--- src/inc/tcp_timer16_map.vh ---
`ifndef TCP_TIMER16_MAP_VH
`define TCP_TIMER16_MAP_VH

// Register indices on the plain register port.
`define TCP_ADDR_W 4
`define TCP_ADDR_MODE 4'h0
`define TCP_ADDR_PRESCALER 4'h1
`define TCP_ADDR_OUT_CTRL 4'h2
`define TCP_ADDR_CAP_CTRL 4'h3
`define TCP_ADDR_CMP_A 4'h4
`define TCP_ADDR_CMP_B 4'h5
`define TCP_ADDR_COUNT 4'h6
`define TCP_ADDR_STATUS 4'h7

// timer_mode_control fields.
`define TCP_MODE_RUN_LSB 2
`define TCP_MODE_RUN_MSB 3
`define TCP_RUN_STOP 2'h0
`define TCP_RUN_CLEAR_ON_EDGE 2'h1
`define TCP_RUN_FREE 2'h2
`define TCP_RUN_CLEAR_ON_MATCH 2'h3

// prescaler_mode_control fields.
`define TCP_PRE_CLK_LSB 0
`define TCP_PRE_CLK_MSB 1
`define TCP_PRE_EDGE_A_LSB 4
`define TCP_PRE_EDGE_A_MSB 5
`define TCP_PRE_EDGE_B_LSB 6
`define TCP_PRE_EDGE_B_MSB 7
`define TCP_CLK_SYS 2'h0
`define TCP_CLK_DIV4 2'h1
`define TCP_CLK_DIV16 2'h2
`define TCP_CLK_EDGE_B 2'h3

// Valid edge encodings.
`define TCP_EDGE_FALL 2'h0
`define TCP_EDGE_RISE 2'h1
`define TCP_EDGE_NONE 2'h2
`define TCP_EDGE_BOTH 2'h3

// Output control fields.
`define TCP_OUT_ENABLE 0
`define TCP_OUT_INV_A 1
`define TCP_OUT_INV_B 2
`define TCP_OUT_ONESHOT 3
`define TCP_OUT_SOFT_TRIG 4

// Capture control fields.
`define TCP_CAP_A_ON_B 0
`define TCP_CAP_B_ON_A 1

// Status fields.
`define TCP_STAT_BUSY 0
`define TCP_STAT_LEVEL 1

// Widths and reset values.
`define TCP_DATA_W 16
`define TCP_DIV_W 4
`define TCP_DIV4_MASK 4'h3
`define TCP_DIV16_MASK 4'hF
`define TCP_RST_WORD 16'h0000
`define TCP_RST_EDGE 2'h0

`endif

--- src/logic/tcp_edge_detect.v ---
`timescale 1ns/1ps
`default_nettype none

module tcp_edge_detect
(
  // Clock and reset
  input wire i_clk_sys,
  input wire i_rst_n,
  // Control
  input wire i_enable,
  input wire [1:0] i_edge_sel,
  // Pin
  input wire i_pin,
  // Result
  output wire o_edge
);

`include "tcp_timer16_map.vh"

  reg pin_prev;
  reg armed;
  wire rise;
  wire fall;

  // ----------------------------------------------------------------
  // Pin history
  // ----------------------------------------------------------------
  // The history holds low from reset until the first enable, so a pin
  // pulled high shows a rising edge at once. Once armed it keeps tracking
  // the pin while stopped, so a re-enable with the pin high shows none.
  always @(posedge i_clk_sys or negedge i_rst_n)
  begin
    if (!i_rst_n)
    begin
      pin_prev <= 1'b0;
      armed <= 1'b0;
    end
    else
    begin
      if (i_enable)
        armed <= 1'b1;
      if (i_enable || armed)
        pin_prev <= i_pin;
    end
  end

  assign rise = i_pin & ~pin_prev;
  assign fall = ~i_pin & pin_prev;

  assign o_edge = i_enable & (((i_edge_sel == `TCP_EDGE_RISE) & rise) |
                              ((i_edge_sel == `TCP_EDGE_FALL) & fall) |
                              ((i_edge_sel == `TCP_EDGE_BOTH) & (rise | fall)));

endmodule

`default_nettype wire

--- src/logic/tcp_timer16.v ---
// Notes on behaviour
// - High pin after reset gives rising edge
// - Shared pin: output or B edge, not both
// - Pulse period A+1, active B+1 counts
// - Input A edge still triggers one-shot
// - Nonzero run mode starts counting at once
// - Triggers during one-shot pulse ignored
// - Start may deviate one count period
// - Compare values kept across stop
// - Matches raise match A and B requests
`timescale 1ns/1ps
`default_nettype none

module tcp_timer16
(
  // Clock and reset
  input wire i_clk_sys,
  input wire i_rst_n,
  // Register port
  input wire [3:0] i_reg_addr,
  input wire [15:0] i_reg_wdata,
  input wire i_reg_write,
  input wire i_reg_read,
  output reg [15:0] o_reg_rdata,
  // Pins
  input wire i_capture_input_a,
  input wire i_capture_input_b,
  output reg o_timer_output_pin,
  output wire o_timer_output_pin_oe,
  // Match requests
  output reg o_match_a_irq,
  output reg o_match_b_irq
);

`include "tcp_timer16_map.vh"

  // ----------------------------------------------------------------
  // Registers and state
  // ----------------------------------------------------------------
  reg [1:0] run_mode;
  reg [1:0] count_clk_sel;
  reg [1:0] edge_sel_a;
  reg [1:0] edge_sel_b;
  reg pin_output_enable;
  reg invert_on_match_a_enable;
  reg invert_on_match_b_enable;
  reg oneshot_enable;
  reg capture_a_on_b;
  reg capture_b_on_a;
  reg [15:0] compare_capture_a;
  reg [15:0] compare_capture_b;
  reg [15:0] count_register;
  reg [3:0] div_count;
  reg oneshot_busy;

  reg [15:0] next_count;
  reg next_out;
  reg next_busy;
  reg [15:0] next_rdata;

  wire running;
  wire edge_a;
  wire edge_b;
  wire edge_b_enable;
  wire count_tick;
  wire match_a;
  wire match_b;
  wire wr_mode;
  wire wr_pre;
  wire wr_out;
  wire wr_cap;
  wire wr_cmp_a;
  wire wr_cmp_b;
  wire oneshot_soft_trigger;
  wire oneshot_trigger;
  wire oneshot_start;

  // ----------------------------------------------------------------
  // Write decode
  // ----------------------------------------------------------------
  assign wr_mode = i_reg_write & (i_reg_addr == `TCP_ADDR_MODE);
  assign wr_pre = i_reg_write & (i_reg_addr == `TCP_ADDR_PRESCALER);
  assign wr_out = i_reg_write & (i_reg_addr == `TCP_ADDR_OUT_CTRL);
  assign wr_cap = i_reg_write & (i_reg_addr == `TCP_ADDR_CAP_CTRL);
  assign wr_cmp_a = i_reg_write & (i_reg_addr == `TCP_ADDR_CMP_A);
  assign wr_cmp_b = i_reg_write & (i_reg_addr == `TCP_ADDR_CMP_B);

  // The soft trigger bit is a strobe; it is never stored.
  assign oneshot_soft_trigger = wr_out & i_reg_wdata[`TCP_OUT_SOFT_TRIG];

  // Any nonzero run mode starts the counter on the next edge.
  assign running = (run_mode != `TCP_RUN_STOP);

  always @(posedge i_clk_sys or negedge i_rst_n)
  begin
    if (!i_rst_n)
    begin
      run_mode <= `TCP_RUN_STOP;
      count_clk_sel <= `TCP_CLK_SYS;
      edge_sel_a <= `TCP_RST_EDGE;
      edge_sel_b <= `TCP_RST_EDGE;
      pin_output_enable <= 1'b0;
      invert_on_match_a_enable <= 1'b0;
      invert_on_match_b_enable <= 1'b0;
      oneshot_enable <= 1'b0;
      capture_a_on_b <= 1'b0;
      capture_b_on_a <= 1'b0;
    end
    else
    begin
      if (wr_mode)
        run_mode <= i_reg_wdata[`TCP_MODE_RUN_MSB:`TCP_MODE_RUN_LSB];
      // Edge selects are expected to change only while stopped; a change
      // while running may produce a spurious edge.
      if (wr_pre)
      begin
        count_clk_sel <= i_reg_wdata[`TCP_PRE_CLK_MSB:`TCP_PRE_CLK_LSB];
        edge_sel_a <= i_reg_wdata[`TCP_PRE_EDGE_A_MSB:`TCP_PRE_EDGE_A_LSB];
        edge_sel_b <= i_reg_wdata[`TCP_PRE_EDGE_B_MSB:`TCP_PRE_EDGE_B_LSB];
      end
      if (wr_out)
      begin
        pin_output_enable <= i_reg_wdata[`TCP_OUT_ENABLE];
        invert_on_match_a_enable <= i_reg_wdata[`TCP_OUT_INV_A];
        invert_on_match_b_enable <= i_reg_wdata[`TCP_OUT_INV_B];
        oneshot_enable <= i_reg_wdata[`TCP_OUT_ONESHOT];
      end
      if (wr_cap)
      begin
        capture_a_on_b <= i_reg_wdata[`TCP_CAP_A_ON_B];
        capture_b_on_a <= i_reg_wdata[`TCP_CAP_B_ON_A];
      end
    end
  end

  // ----------------------------------------------------------------
  // Input edge detection
  // ----------------------------------------------------------------
  // Input B shares its pin with the timer output, so its edges are
  // blocked whenever the pin is driven.
  assign edge_b_enable = running & ~pin_output_enable;
  assign o_timer_output_pin_oe = pin_output_enable;

  tcp_edge_detect u_edge_a
  (
    .i_clk_sys(i_clk_sys),
    .i_rst_n(i_rst_n),
    .i_enable(running),
    .i_edge_sel(edge_sel_a),
    .i_pin(i_capture_input_a),
    .o_edge(edge_a)
  );

  tcp_edge_detect u_edge_b
  (
    .i_clk_sys(i_clk_sys),
    .i_rst_n(i_rst_n),
    .i_enable(edge_b_enable),
    .i_edge_sel(edge_sel_b),
    .i_pin(i_capture_input_b),
    .o_edge(edge_b)
  );

  // ----------------------------------------------------------------
  // Count clock
  // ----------------------------------------------------------------
  // The divider runs free and is not restarted by a start, so the first
  // match after start may land up to one count period early.
  always @(posedge i_clk_sys or negedge i_rst_n)
  begin
    if (!i_rst_n)
      div_count <= 4'h0;
    else
      div_count <= div_count + 4'h1;
  end

  assign count_tick = running &
    (((count_clk_sel == `TCP_CLK_SYS)) |
     ((count_clk_sel == `TCP_CLK_DIV4) &
      ((div_count & `TCP_DIV4_MASK) == `TCP_DIV4_MASK)) |
     ((count_clk_sel == `TCP_CLK_DIV16) & (div_count == `TCP_DIV16_MASK)) |
     ((count_clk_sel == `TCP_CLK_EDGE_B) & edge_b));

  // Compare matches are taken on the count clock only.
  assign match_a = count_tick & (count_register == compare_capture_a);
  assign match_b = count_tick & (count_register == compare_capture_b);

  // ----------------------------------------------------------------
  // One-shot trigger
  // ----------------------------------------------------------------
  // An input A edge triggers a one-shot even when software triggering is
  // in use, so the input A pin must be kept quiet in that case.
  assign oneshot_trigger = oneshot_enable & running &
                           (oneshot_soft_trigger | edge_a);
  // A trigger during a pulse is dropped and does not restart the count.
  assign oneshot_start = oneshot_trigger & ~oneshot_busy;

  // ----------------------------------------------------------------
  // Counter
  // ----------------------------------------------------------------
  always @*
  begin
    next_count = count_register;
    if (!running)
      next_count = `TCP_RST_WORD;
    else if (oneshot_start)
      next_count = `TCP_RST_WORD;
    else if ((run_mode == `TCP_RUN_CLEAR_ON_EDGE) && edge_a && !oneshot_enable)
      next_count = `TCP_RST_WORD;
    else if (count_tick)
    begin
      // Clearing on match A gives a period of compare A plus one counts.
      if ((run_mode == `TCP_RUN_CLEAR_ON_MATCH) && match_a)
        next_count = `TCP_RST_WORD;
      else
        next_count = count_register + 16'h0001;
    end
  end

  always @(posedge i_clk_sys or negedge i_rst_n)
  begin
    if (!i_rst_n)
      count_register <= `TCP_RST_WORD;
    else
      count_register <= next_count;
  end

  // ----------------------------------------------------------------
  // Capture and compare registers
  // ----------------------------------------------------------------
  // A capture beats a software write in the same cycle. Both registers
  // keep their contents across a stop; software need not reload them.
  always @(posedge i_clk_sys or negedge i_rst_n)
  begin
    if (!i_rst_n)
    begin
      compare_capture_a <= `TCP_RST_WORD;
      compare_capture_b <= `TCP_RST_WORD;
    end
    else
    begin
      if (capture_a_on_b && edge_b)
        compare_capture_a <= count_register;
      else if (wr_cmp_a)
        compare_capture_a <= i_reg_wdata;
      if (capture_b_on_a && edge_a)
        compare_capture_b <= count_register;
      else if (wr_cmp_b)
        compare_capture_b <= i_reg_wdata;
    end
  end

  // ----------------------------------------------------------------
  // Timer output and one-shot state
  // ----------------------------------------------------------------
  always @*
  begin
    next_out = o_timer_output_pin;
    next_busy = oneshot_busy;
    if (!running)
    begin
      next_out = 1'b0;
      next_busy = 1'b0;
    end
    else if (oneshot_enable)
    begin
      if (oneshot_start)
      begin
        next_busy = 1'b1;
        next_out = 1'b0;
      end
      else if (oneshot_busy && match_a)
      begin
        next_busy = 1'b0;
        next_out = 1'b0;
      end
      else if (oneshot_busy && match_b)
        next_out = 1'b1;
    end
    else
    begin
      // Active from the match on A to the match on B: B plus one counts
      // out of a period of A plus one. The level starts low and B comes
      // first, so the active span is the low one.
      if ((match_a && invert_on_match_a_enable) ^
          (match_b && invert_on_match_b_enable))
        next_out = ~o_timer_output_pin;
    end
  end

  always @(posedge i_clk_sys or negedge i_rst_n)
  begin
    if (!i_rst_n)
    begin
      o_timer_output_pin <= 1'b0;
      oneshot_busy <= 1'b0;
    end
    else
    begin
      o_timer_output_pin <= next_out;
      oneshot_busy <= next_busy;
    end
  end

  // ----------------------------------------------------------------
  // Match requests
  // ----------------------------------------------------------------
  always @(posedge i_clk_sys or negedge i_rst_n)
  begin
    if (!i_rst_n)
    begin
      o_match_a_irq <= 1'b0;
      o_match_b_irq <= 1'b0;
    end
    else
    begin
      o_match_a_irq <= match_a;
      o_match_b_irq <= match_b;
    end
  end

  // ----------------------------------------------------------------
  // Read port
  // ----------------------------------------------------------------
  always @*
  begin
    next_rdata = `TCP_RST_WORD;
    case (i_reg_addr)
      `TCP_ADDR_MODE:
        next_rdata[`TCP_MODE_RUN_MSB:`TCP_MODE_RUN_LSB] = run_mode;
      `TCP_ADDR_PRESCALER:
      begin
        next_rdata[`TCP_PRE_CLK_MSB:`TCP_PRE_CLK_LSB] = count_clk_sel;
        next_rdata[`TCP_PRE_EDGE_A_MSB:`TCP_PRE_EDGE_A_LSB] = edge_sel_a;
        next_rdata[`TCP_PRE_EDGE_B_MSB:`TCP_PRE_EDGE_B_LSB] = edge_sel_b;
      end
      `TCP_ADDR_OUT_CTRL:
      begin
        next_rdata[`TCP_OUT_ENABLE] = pin_output_enable;
        next_rdata[`TCP_OUT_INV_A] = invert_on_match_a_enable;
        next_rdata[`TCP_OUT_INV_B] = invert_on_match_b_enable;
        next_rdata[`TCP_OUT_ONESHOT] = oneshot_enable;
      end
      `TCP_ADDR_CAP_CTRL:
      begin
        next_rdata[`TCP_CAP_A_ON_B] = capture_a_on_b;
        next_rdata[`TCP_CAP_B_ON_A] = capture_b_on_a;
      end
      `TCP_ADDR_CMP_A:
        next_rdata = compare_capture_a;
      `TCP_ADDR_CMP_B:
        next_rdata = compare_capture_b;
      `TCP_ADDR_COUNT:
        next_rdata = count_register;
      `TCP_ADDR_STATUS:
      begin
        next_rdata[`TCP_STAT_BUSY] = oneshot_busy;
        next_rdata[`TCP_STAT_LEVEL] = o_timer_output_pin;
      end
      default:
        next_rdata = `TCP_RST_WORD;
    endcase
  end

  // Read data stand only in the cycle after the strobe.
  always @(posedge i_clk_sys or negedge i_rst_n)
  begin
    if (!i_rst_n)
      o_reg_rdata <= `TCP_RST_WORD;
    else if (i_reg_read)
      o_reg_rdata <= next_rdata;
    else
      o_reg_rdata <= `TCP_RST_WORD;
  end

endmodule

`default_nettype wire

--- config.mk ---
export PLATFORM = sky130hd
export DESIGN_NAME = tcp_timer16
export DESIGN_NICKNAME = d
export VERILOG_FILES = /design/src/logic/tcp_edge_detect.v /design/src/logic/tcp_timer16.v
export VERILOG_INCLUDE_DIRS = /design/src /design/src/inc
export SDC_FILE = /design/constraint.sdc
export NUM_CORES = 1
export LEC_CHECK = 0
export BUFFER_PORTS_ARGS = -buffer_cell sky130_fd_sc_hd__buf_2
export CAP_MARGIN = 20
export CORE_ASPECT_RATIO = 1.75
export CORE_MARGIN = 10
export CORE_UTILIZATION = 54
export CTS_CLUSTER_SIZE = 24
export DETAILED_ROUTE_END_ITERATION = 10
export PLACE_DENSITY = 0.72
export SLEW_MARGIN = 20
export SYNTH_ARGS = -nofsm -noshare
export SYNTH_HDL_FRONTEND = slang
export SYNTH_SLANG_ARGS = --single-unit
export TNS_END_PERCENT = 20
--- constraint.sdc ---
create_clock -name i_clk_sys -period 2.31 [get_ports i_clk_sys]
set_input_delay 0.1155 -clock i_clk_sys [delete_from_list [all_inputs] [get_ports i_clk_sys]]
set_output_delay 0.1155 -clock i_clk_sys [all_outputs]
set_load 0.005 [all_outputs]
==> results.sh, run 1 <==
export IMPL_outcome="complete, but fails checks"
export IMPL_failed_checks="negative setup slack"
export IMPL_htreeDepth=3
export IMPL_viasPerCell=6.01
export IMPL_power_density_mw_per_mm2=953
export IMPL_globalplace_congestion=0.904
export IMPL_fp_row_count=46
export IMPL_drtPass1Iterations=5
export IMPL_fillers=736
export IMPL_cts_tree="built"
export IMPL_min_period_ps=2330
export IMPL_synth_top_family_by_area="simple AND/OR/NAND/NOR gates"
export IMPL_diodes=0
export IMPL_wl_per_cell_um=19.8
export IMPL_cts_num_sinks=90
export IMPL_synth_fp_nets=542
export IMPL_timing_fmax_mhz=429
export IMPL_synth_area_mux_share=0.126
export IMPL_synthesis_area_mm2=0.00500
export IMPL_syn_inst=510
export IMPL_hold_ws_ps=17.8
export IMPL_dp_hpwl_mm=9.70
export IMPL_die_width_um=92.8
export IMPL_critical_path_class="reg -> reg"
export IMPL_grt_overflow=0
export IMPL_rsz0062_at_grt="yes"
export IMPL_grt_pass1_vias=4256
export IMPL_finalCritPeriodShare=1.01
export IMPL_die_area_mm2=0.0137
export IMPL_vias=4141
export IMPL_p_leak_nw=2.83
export IMPL_yosysWarnings=0
export IMPL_synthAdderAreaFrac=0.0150
export IMPL_antenna_found_initial=0
export IMPL_required_ps=2550
export IMPL_avgSynthCellArea_um2=9.81
export IMPL_setup_viol=2
export IMPL_drcViolationCount=0
export IMPL_synth_edff_count=0
export IMPL_finClkSkew_ps=6.87
export IMPL_synth_top_area_cell="dfrtp_1"
export IMPL_ys_seq_area_frac=0.450
export IMPL_grtUsageTotal=0.204
export IMPL_boundaryPins=46
export IMPL_design_area_mm2=0.00589
export IMPL_yosysTopAreaCellShare=0.450
export IMPL_clk_pin_slew_worst_paths_ps=70
export IMPL_hold_viol=0
export IMPL_clock_latency_ps=350
export IMPL_tightestPinTransition_ps=677
export IMPL_synth_seq_cells=90
export IMPL_hold_class="in -> reg"
export IMPL_place_worst_setup_slack_ps=-103
export IMPL_synthSimpleGateAreaFrac=0.165
export IMPL_slew_limit_headroom=0.549
export IMPL_place_area_mm2=0.00546
export IMPL_cp_data_arrival_time_ps=2570
export IMPL_grt_max_degree=51
export IMPL_die_h_um=147
export IMPL_path_max_fanout=6
export IMPL_io_buffers=45
export IMPL_cap_violations=0
export IMPL_layout_nets=596
export IMPL_postRouteAntennaNets=0
export IMPL_yosysUniqueCellTypes=58
export IMPL_drtIter0Drc=292
export IMPL_core_area_mm2=0.00904
export IMPL_drive_above_1_share=0.237
export IMPL_worst_setup_path_start_kind="register"
export IMPL_tns_ps=-25.8
export IMPL_ys_top_cells_by_area="dfrtp_1 (45%), mux2i_1 (9.0%), xnor2_1 (6.7%)"
export IMPL_synth_compound_gate_area_share=0.120
export IMPL_root_buffer="clkbuf_16"
export IMPL_area_growth_pct=17.8
export IMPL_numCtsBuffers=9
export IMPL_grt_pass1_wl_mm=22.2
export IMPL_peakVddDrop_mv=0.516
export IMPL_yosys_top_cells_count="dfrtp_1 (90), nor2_1 (61), mux2i_1 (45)"
export IMPL_ys_flop_type="dfrtp_1"
export IMPL_cts_buffer_depth=2
export IMPL_end_kind="register"
export IMPL_synth_xor_area_share=0.0805
export IMPL_start_util=0.554
export IMPL_routed_wl_mm=13.7
export IMPL_async_reset_ff_frac=1.00
export IMPL_setup_ws_ps=-19.2
export IMPL_synth_most_common_cell="dfrtp_1"
export IMPL_slew_viol_final=0
==> report_power, final <==
group | internal (mW) | total, mW | switching [mW]
Sequential | 1.92 | 2.30 | 0.380
Clock | 1.06 | 1.68 | 0.625
Combinational | 0.783 | 1.64 | 0.852
==> routing by layer <==
metal,vias to the layer above,global-route usage,wire (µm)
li1,1892,-,-
met1,2023,0.222,5040
met2,177,0.355,7180
met3,49,0.0403,745
met4,0,0.120,700
met5,-,0,0
==> registers in the layout, summed over array words and instances, names as in the netlist, 2 cells and up <==
| register | cells |
|---|---|
| compare_capture_a | 16 |
| compare_capture_b | 16 |
| count_clk_sel | 2 |
| count_register | 16 |
| div_count | 4 |
| edge_sel_a | 2 |
| edge_sel_b | 2 |
| o_reg_rdata | 16 |
| run_mode | 2 |
==> final timing paths <==
| kind | startpoint | end | slack, ps | depth (start not counted) |
|---|---|---|---|---|
| setup / recovery | u_edge_b.pin_prev | o_timer_output_pin | -20 | 9 |
| setup reg to reg | u_edge_b.pin_prev | o_timer_output_pin | -20 | 9 |
| max in group asynchronous | i_rst_n | compare_capture_a[5] | 1320 | 3 |
| min in group asynchronous | i_rst_n | o_match_a_irq | 350 | 2 |
| hold / removal | i_capture_input_a | u_edge_a.pin_prev | 20 | 3 |
| hold reg to reg | div_count[0] | div_count[0] | 470 | 1 |
==> logic make-up (layout without fill, tap and decap cells) <==
kind of cell / after synthesis / in the layout
and+or+nand+nor: 169 / 169
AOI/OAI and AO/OA: 90 / 91
DFF: 90 / 90
muxes: 60 / 60
buffers and inverters: 49 / 107
xor gates and xnor gates: 46 / 46
adders and majority gates: 6 / 6
==> final cells by class <==
class	count	area, µm²	share of cell area
inverters	11	41.3	0.00701
clock buffers	9	225	0.0382
well taps	120	150	0.0255
flip-flops and latches	90	2260	0.383
clock inverters	7	116	0.0197
multi-input cells	372	2590	0.440
repair buffers	80	513	0.0871
==> per-stage QoR <==
step,power [mW],util,std cells
4_1_cts,5.57,0.647,687
6_report,5.62,0.652,689
2_1_floorplan,3.31,-,510
3_5_place_dp,3.86,0.604,669
3_3_place_gp,3.79,0.604,669
5_1_grt,5.92,0.652,689
==> layout by cell type (no fill, tap or decap), types with 3 or more instances in the layout <==
master,synthesis,layout
mux2i_1,45,45
xnor2_1,38,38
dfrtp_1,90,87
inv_1,11,11
and3_1,5,5
buf_2,10,44
nand2_1,43,43
or3_1,3,3
a22o_1,4,4
a222oi_1,4,4
nor2b_1,5,5
xor2_1,8,8
a211oi_1,4,3
dfrtp_2,0,3
nand4_1,17,17
nor3_1,7,6
o21ai_0,27,27
bufinv_16,0,3
nor4_1,3,3
ha_1,6,6
buf_4,3,32
mux2_2,14,14
nand3_1,10,8
nor2_1,61,61
a21oi_1,31,31
nand3_2,1,3
clkbuf_16,0,9
==> worst max-delay path, stage by stage (launching register included) <==
cell and delay [ps]:
dfrtp_1 380, ha_1 290, nand2b_4 140, a211o_1 310, o31ai_4 240, buf_6 180, nand4_1 120, xor2_1 260
a21oi_1 110, o2bb2a_4 200
==> what timing repair did <==
item                                    in CTS  in global routing
hold buffers                                 1                  0
pin swaps                                    7                  7
setup buffers                                0                  1
gates resized for setup                      6                  8
endpoints found under the setup margin      15                 16
endpoints found under the hold margin       48                  0
cloned                                       1                  1
Note: power is estimated with default switching activity, not from simulation.
==> inputs of run 2 (changes only) <==
==> constraint.sdc (replaced) <==
create_clock -name i_clk_sys -period 2.31 [get_ports i_clk_sys]
set_input_delay 0.231 -clock i_clk_sys [delete_from_list [all_inputs] [get_ports i_clk_sys]]
set_output_delay 0.231 -clock i_clk_sys [all_outputs]
set_load 0.005 [all_outputs]
==> results.sh, run 2 (synthesis results as in run 1) <==
export IMPL_min_period_ps=2380
export IMPL_slowest_stage="dfrtp_1"
export IMPL_root_buffer="clkbuf_16"
export IMPL_finClkSkew_ps=6.82
export IMPL_grtUsageTotal=0.203
export IMPL_area_growth_pct=18.7
export IMPL_vias=4064
export IMPL_grt_max_degree=56
export IMPL_dp_hpwl_mm=9.76
export IMPL_finalCritPeriodShare=1.03
export IMPL_drtPass1Iterations=5
export IMPL_rr_worst_depth=9
export IMPL_timing_fmax_mhz=421
export IMPL_clock_latency_ps=340
export IMPL_tightestPinTransition_ps=599
export IMPL_globalplace_congestion=0.910
export IMPL_io_buffers=45
export IMPL_start_util=0.554
export IMPL_place_area_mm2=0.00546
export IMPL_drcViolationCount=0
export IMPL_clk_pin_slew_worst_paths_ps=60
export IMPL_fin_cells=689
export IMPL_cts_tree="built"
export IMPL_utilization=0.657
export IMPL_cts_buffer_depth=2
export IMPL_wl_per_cell_um=19.6
export IMPL_outcome="complete, but fails checks"
export IMPL_slowest_delay_ps=410
export IMPL_tns_ps=-88.4
export IMPL_drive_above_1_share=0.246
export IMPL_fillers=730
export IMPL_grt_pass1_wl_mm=21.9
export IMPL_die_width_um=92.8
export IMPL_grt_pass1_vias=4241
export IMPL_core_area_mm2=0.00904
export IMPL_numCtsBuffers=9
export IMPL_boundaryPins=46
export IMPL_drtIter0Drc=236
export IMPL_htreeDepth=3
export IMPL_slew_limit_headroom=0.598
export IMPL_numPlacedInstances=669
export IMPL_total_power_mw=5.52
export IMPL_diodes=0
export IMPL_failed_checks="negative setup slack"
export IMPL_cap_violations=0
export IMPL_design_area_mm2=0.00594
export IMPL_setup_ws_ps=-65.5
export IMPL_required_ps=2540
export IMPL_postRouteAntennaNets=0
export IMPL_viasPerCell=5.90
export IMPL_antenna_found_initial=0
export IMPL_cts_num_sinks=90
export IMPL_cp_data_arrival_time_ps=2610
export IMPL_critical_path_class="reg -> reg"
export IMPL_layout_nets=596
export IMPL_crit_chain="ha_4 -> nand2b_4 -> a211o_1 -> o31ai_4 -> buf_6 -> nand4_1 -> xor2_2 -> a21oi_2 -> o2bb2a_4"
export IMPL_hold_path_cell_count=3
export IMPL_routed_wl_mm=13.5
export IMPL_die_h_um=147
export IMPL_peakVddDrop_mv=0.646
export IMPL_grt_overflow=0
export IMPL_fp_row_count=46
export IMPL_end_kind="register"
export IMPL_hold_class="in -> reg"
export IMPL_power_density_mw_per_mm2=929
export IMPL_layout_commonest_cell="dfrtp_1"
export IMPL_hold_viol=0
export IMPL_rsz0062_at_grt="yes"
export IMPL_place_worst_setup_slack_ps=-167
export IMPL_die_area_mm2=0.0137
export IMPL_worst_setup_path_start_kind="register"
export IMPL_hold_ws_ps=135
export IMPL_setup_viol=2
export IMPL_slew_viol_final=0
export IMPL_path_max_fanout=5
export IMPL_p_leak_nw=2.86
export IMPL_final_cell_mix="dfrtp_1 (88), nor2_1 (61), mux2i_1 (45), buf_2 (45), nand2_1 (43)"
## run 2: cell count changes in the layout (fill, tap and decap cells not counted), sizes merged
cell    previous run  this run
buf               79        80
a221oi             3         2
bufinv             3         2
clkbuf             9        11
inv               12        11
## run 2: area by class of cell
| type | instances | area, µm² | share of cell area |
|---|---|---|---|
| Clock buffer | 11 | 243 | 0.0409 |
| Timing Repair Buffer | 81 | 531 | 0.0893 |
| Clock inverter | 5 | 77.6 | 0.0131 |
| Inverter | 11 | 41.3 | 0.00695 |
| Tap cell | 120 | 150 | 0.0253 |
| Multi-Input combinational cell | 371 | 2640 | 0.445 |
| Sequential cell | 90 | 2250 | 0.380 |
## run 2: path summary, 6_finish.rpt
kind                                      end  slack (ps)               from
setup / recovery           o_timer_output_pin         -70  u_edge_b.pin_prev
hold / removal              u_edge_a.pin_prev         140  i_capture_input_a
setup reg to reg           o_timer_output_pin         -70  u_edge_b.pin_prev
hold reg to reg                  div_count[0]         470       div_count[0]
max in group asynchronous   count_register[4]        1240            i_rst_n
min in group asynchronous       o_match_a_irq         390            i_rst_n
## run 2: worst max-delay path, delay by kind of cell, from the launching register on
kind            cells  cell delay (ps)
flops               1              410
buf+inv             1              170
fa+ha+maj           1              220
xor+xnor            1              280
simple gates        2              290
compound gates      4              880
## run 2: layer usage
metal,global-route usage,share of wire,up-vias
li1,-,-,1888
met1,0.220,0.37,1989
met2,0.349,0.53,144
met3,0.0464,0.048,43
met4,0.115,0.050,0
met5,0,0,-
## run 2: timing repair
| action | CTS | global route |
|---|---|---|
| hold endpoints to repair | 35 | 0 |
| setup endpoints to repair | 15 | 16 |
| gates cloned | 1 | 0 |
| hold buffers | 1 | 0 |
| gates resized for setup | 6 | 17 |
| pin swaps | 6 | 8 |
| setup buffers | 0 | 2 |
## run 2: where the power goes
group / total [mW] / leakage [nW] / internal (mW) / switching [mW]
clock: 1.57 / 0.156 / 0.974 / 0.599
combinational: 1.66 / 1.54 / 0.795 / 0.862
sequential: 2.29 / 1.16 / 1.92 / 0.372
==> inputs of run 3 (changes only) <==
Settings changed: CTS_BUF_LIST set to sky130_fd_sc_hd__clkbuf_8 sky130_fd_sc_hd__clkbuf_16, SLEW_MARGIN 20 to unset.
==> results.sh, run 3 (synthesis results as in run 1) <==
export IMPL_cts_num_sinks=90
export IMPL_cp_data_arrival_time_ps=2610
export IMPL_hold_class="in -> reg"
export IMPL_routed_wl_mm=13.5
export IMPL_pwr_share_clk=0.284
export IMPL_failed_checks="negative setup slack"
export IMPL_postRouteAntennaNets=0
export IMPL_fin_cells=689
export IMPL_drcViolationCount=0
export IMPL_layout_nets=596
export IMPL_numCtsBuffers=9
export IMPL_grt_max_degree=56
export IMPL_grt_overflow=0
export IMPL_root_buffer="clkbuf_16"
export IMPL_critical_path_class="reg -> reg"
export IMPL_outcome="complete, but fails checks"
export IMPL_critical_path_top_delay_family="compound AO/OA/AOI/OAI gates"
export IMPL_start_util=0.554
export IMPL_die_width_um=92.8
export IMPL_fp_row_count=46
export IMPL_grtUsageTotal=0.203
export IMPL_place_area_mm2=0.00546
export IMPL_p_seq_frac=0.415
export IMPL_design_area_mm2=0.00594
export IMPL_power_density_mw_per_mm2=929
export IMPL_timing_fmax_mhz=421
export IMPL_clock_latency_ps=340
export IMPL_required_ps=2540
export IMPL_peakVddDrop_mv=0.647
export IMPL_die_area_mm2=0.0137
export IMPL_finalCritPeriodShare=1.03
export IMPL_rsz0062_at_grt="yes"
export IMPL_viasPerCell=5.89
export IMPL_drive_above_1_share=0.246
export IMPL_cp_buffers_inverters=1
export IMPL_setup_viol=2
export IMPL_slowest_delay_ps=410
export IMPL_area_growth_pct=18.7
export IMPL_drtPass1Iterations=7
export IMPL_boundaryPins=46
export IMPL_combPwrFrac=0.300
export IMPL_path_max_fanout=5
export IMPL_core_area_mm2=0.00904
export IMPL_utilization=0.657
export IMPL_min_period_ps=2380
export IMPL_hold_ws_ps=135
export IMPL_setup_ws_ps=-65.7
export IMPL_final_cell_mix="dfrtp_1 (88), nor2_1 (61), mux2i_1 (45), buf_2 (45), nand2_1 (43)"
export IMPL_cap_violations=0
export IMPL_die_h_um=147
export IMPL_layout_commonest_cell="dfrtp_1"
export IMPL_slew_limit_headroom=0.602
export IMPL_tightestPinTransition_ps=592
export IMPL_finClkSkew_ps=6.82
export IMPL_total_power_mw=5.51
export IMPL_htreeDepth=3
export IMPL_hold_viol=0
export IMPL_globalplace_congestion=0.910
export IMPL_worst_setup_path_start_kind="register"
export IMPL_grt_pass1_vias=4241
export IMPL_clk_pin_slew_worst_paths_ps=60
export IMPL_crit_chain="ha_4 -> nand2b_4 -> a211o_1 -> o31ai_4 -> buf_6 -> nand4_1 -> xor2_2 -> a21oi_2 -> o2bb2a_4"
export IMPL_grt_pass1_wl_mm=21.9
export IMPL_diodes=0
export IMPL_io_buffers=45
export IMPL_vias=4061
export IMPL_dp_hpwl_mm=9.76
export IMPL_end_kind="register"
export IMPL_slowest_stage="dfrtp_1"
export IMPL_power_switching_mw=1.83
export IMPL_p_sw_frac=0.332
export IMPL_drtIter0Drc=236
export IMPL_place_worst_setup_slack_ps=-167
export IMPL_cts_tree="built"
export IMPL_p_leak_nw=2.86
export IMPL_cts_buffer_depth=2
export IMPL_tns_ps=-88.6
export IMPL_antenna_found_initial=0
export IMPL_numPlacedInstances=669
export IMPL_wl_per_cell_um=19.6
export IMPL_internal_power_mw=3.68
export IMPL_slew_viol_final=0
[run 3: cell count changes in the layout (fill, tap and decap cells not counted), sizes merged]
cell | previous run | this run
clkbuf | 11 | 10
inv | 11 | 12
[run 3: power by group through the flow]
stage	Sequential, mW	Clock [mW]	Combinational [mW]
3_3_place_gp	2.29	0	1.50
2_1_floorplan	2.20	0	1.11
3_5_place_dp	2.31	0	1.55
4_1_cts	2.29	1.59	1.60
6_report	2.29	1.57	1.66
5_1_grt	2.34	1.66	1.82
[run 3: cell type report]
type	instances	area, µm²
fillers	730	3100
flip-flops and latches	90	2250
multi-input cells	371	2640
inverters	11	41.3
clock inverters	6	81.3
repair buffers	81	531
well taps	120	150
clock buffers	10	239
[run 3: repair_timing]
item	CTS	global route
cloned	1	0
gates resized for setup	6	17
buffers inserted	0	2
hold endpoints to repair	35	0
hold buffers	1	0
pin swaps	6	8
setup endpoints to repair	15	16
[run 3: worst paths after layout]
path                              startpoint                 end  slack (ps)  cells after the start
min in group asynchronous            i_rst_n       o_match_a_irq         390                      2
max                        u_edge_b.pin_prev  o_timer_output_pin         -70                      9
max in group asynchronous            i_rst_n   count_register[4]        1240                      3
min reg2reg                     div_count[0]        div_count[0]         470                      1
max reg2reg                u_edge_b.pin_prev  o_timer_output_pin         -70                      9
min                        i_capture_input_a   u_edge_a.pin_prev         130                      3
[run 3: worst min-delay path, stage by stage]
cell	delay, ps
buf_2	100
nand2_1	40
o21ai_0	60
[run 3: routing by layer]
metal,vias to the layer above,share of wire,global-route usage,wire length (µm)
met2,145,0.53,0.349,7150
li1,1887,-,-,-
met4,0,0.050,0.115,678
met3,47,0.049,0.0464,663
met1,1982,0.37,0.220,5020
met5,-,0,0,0
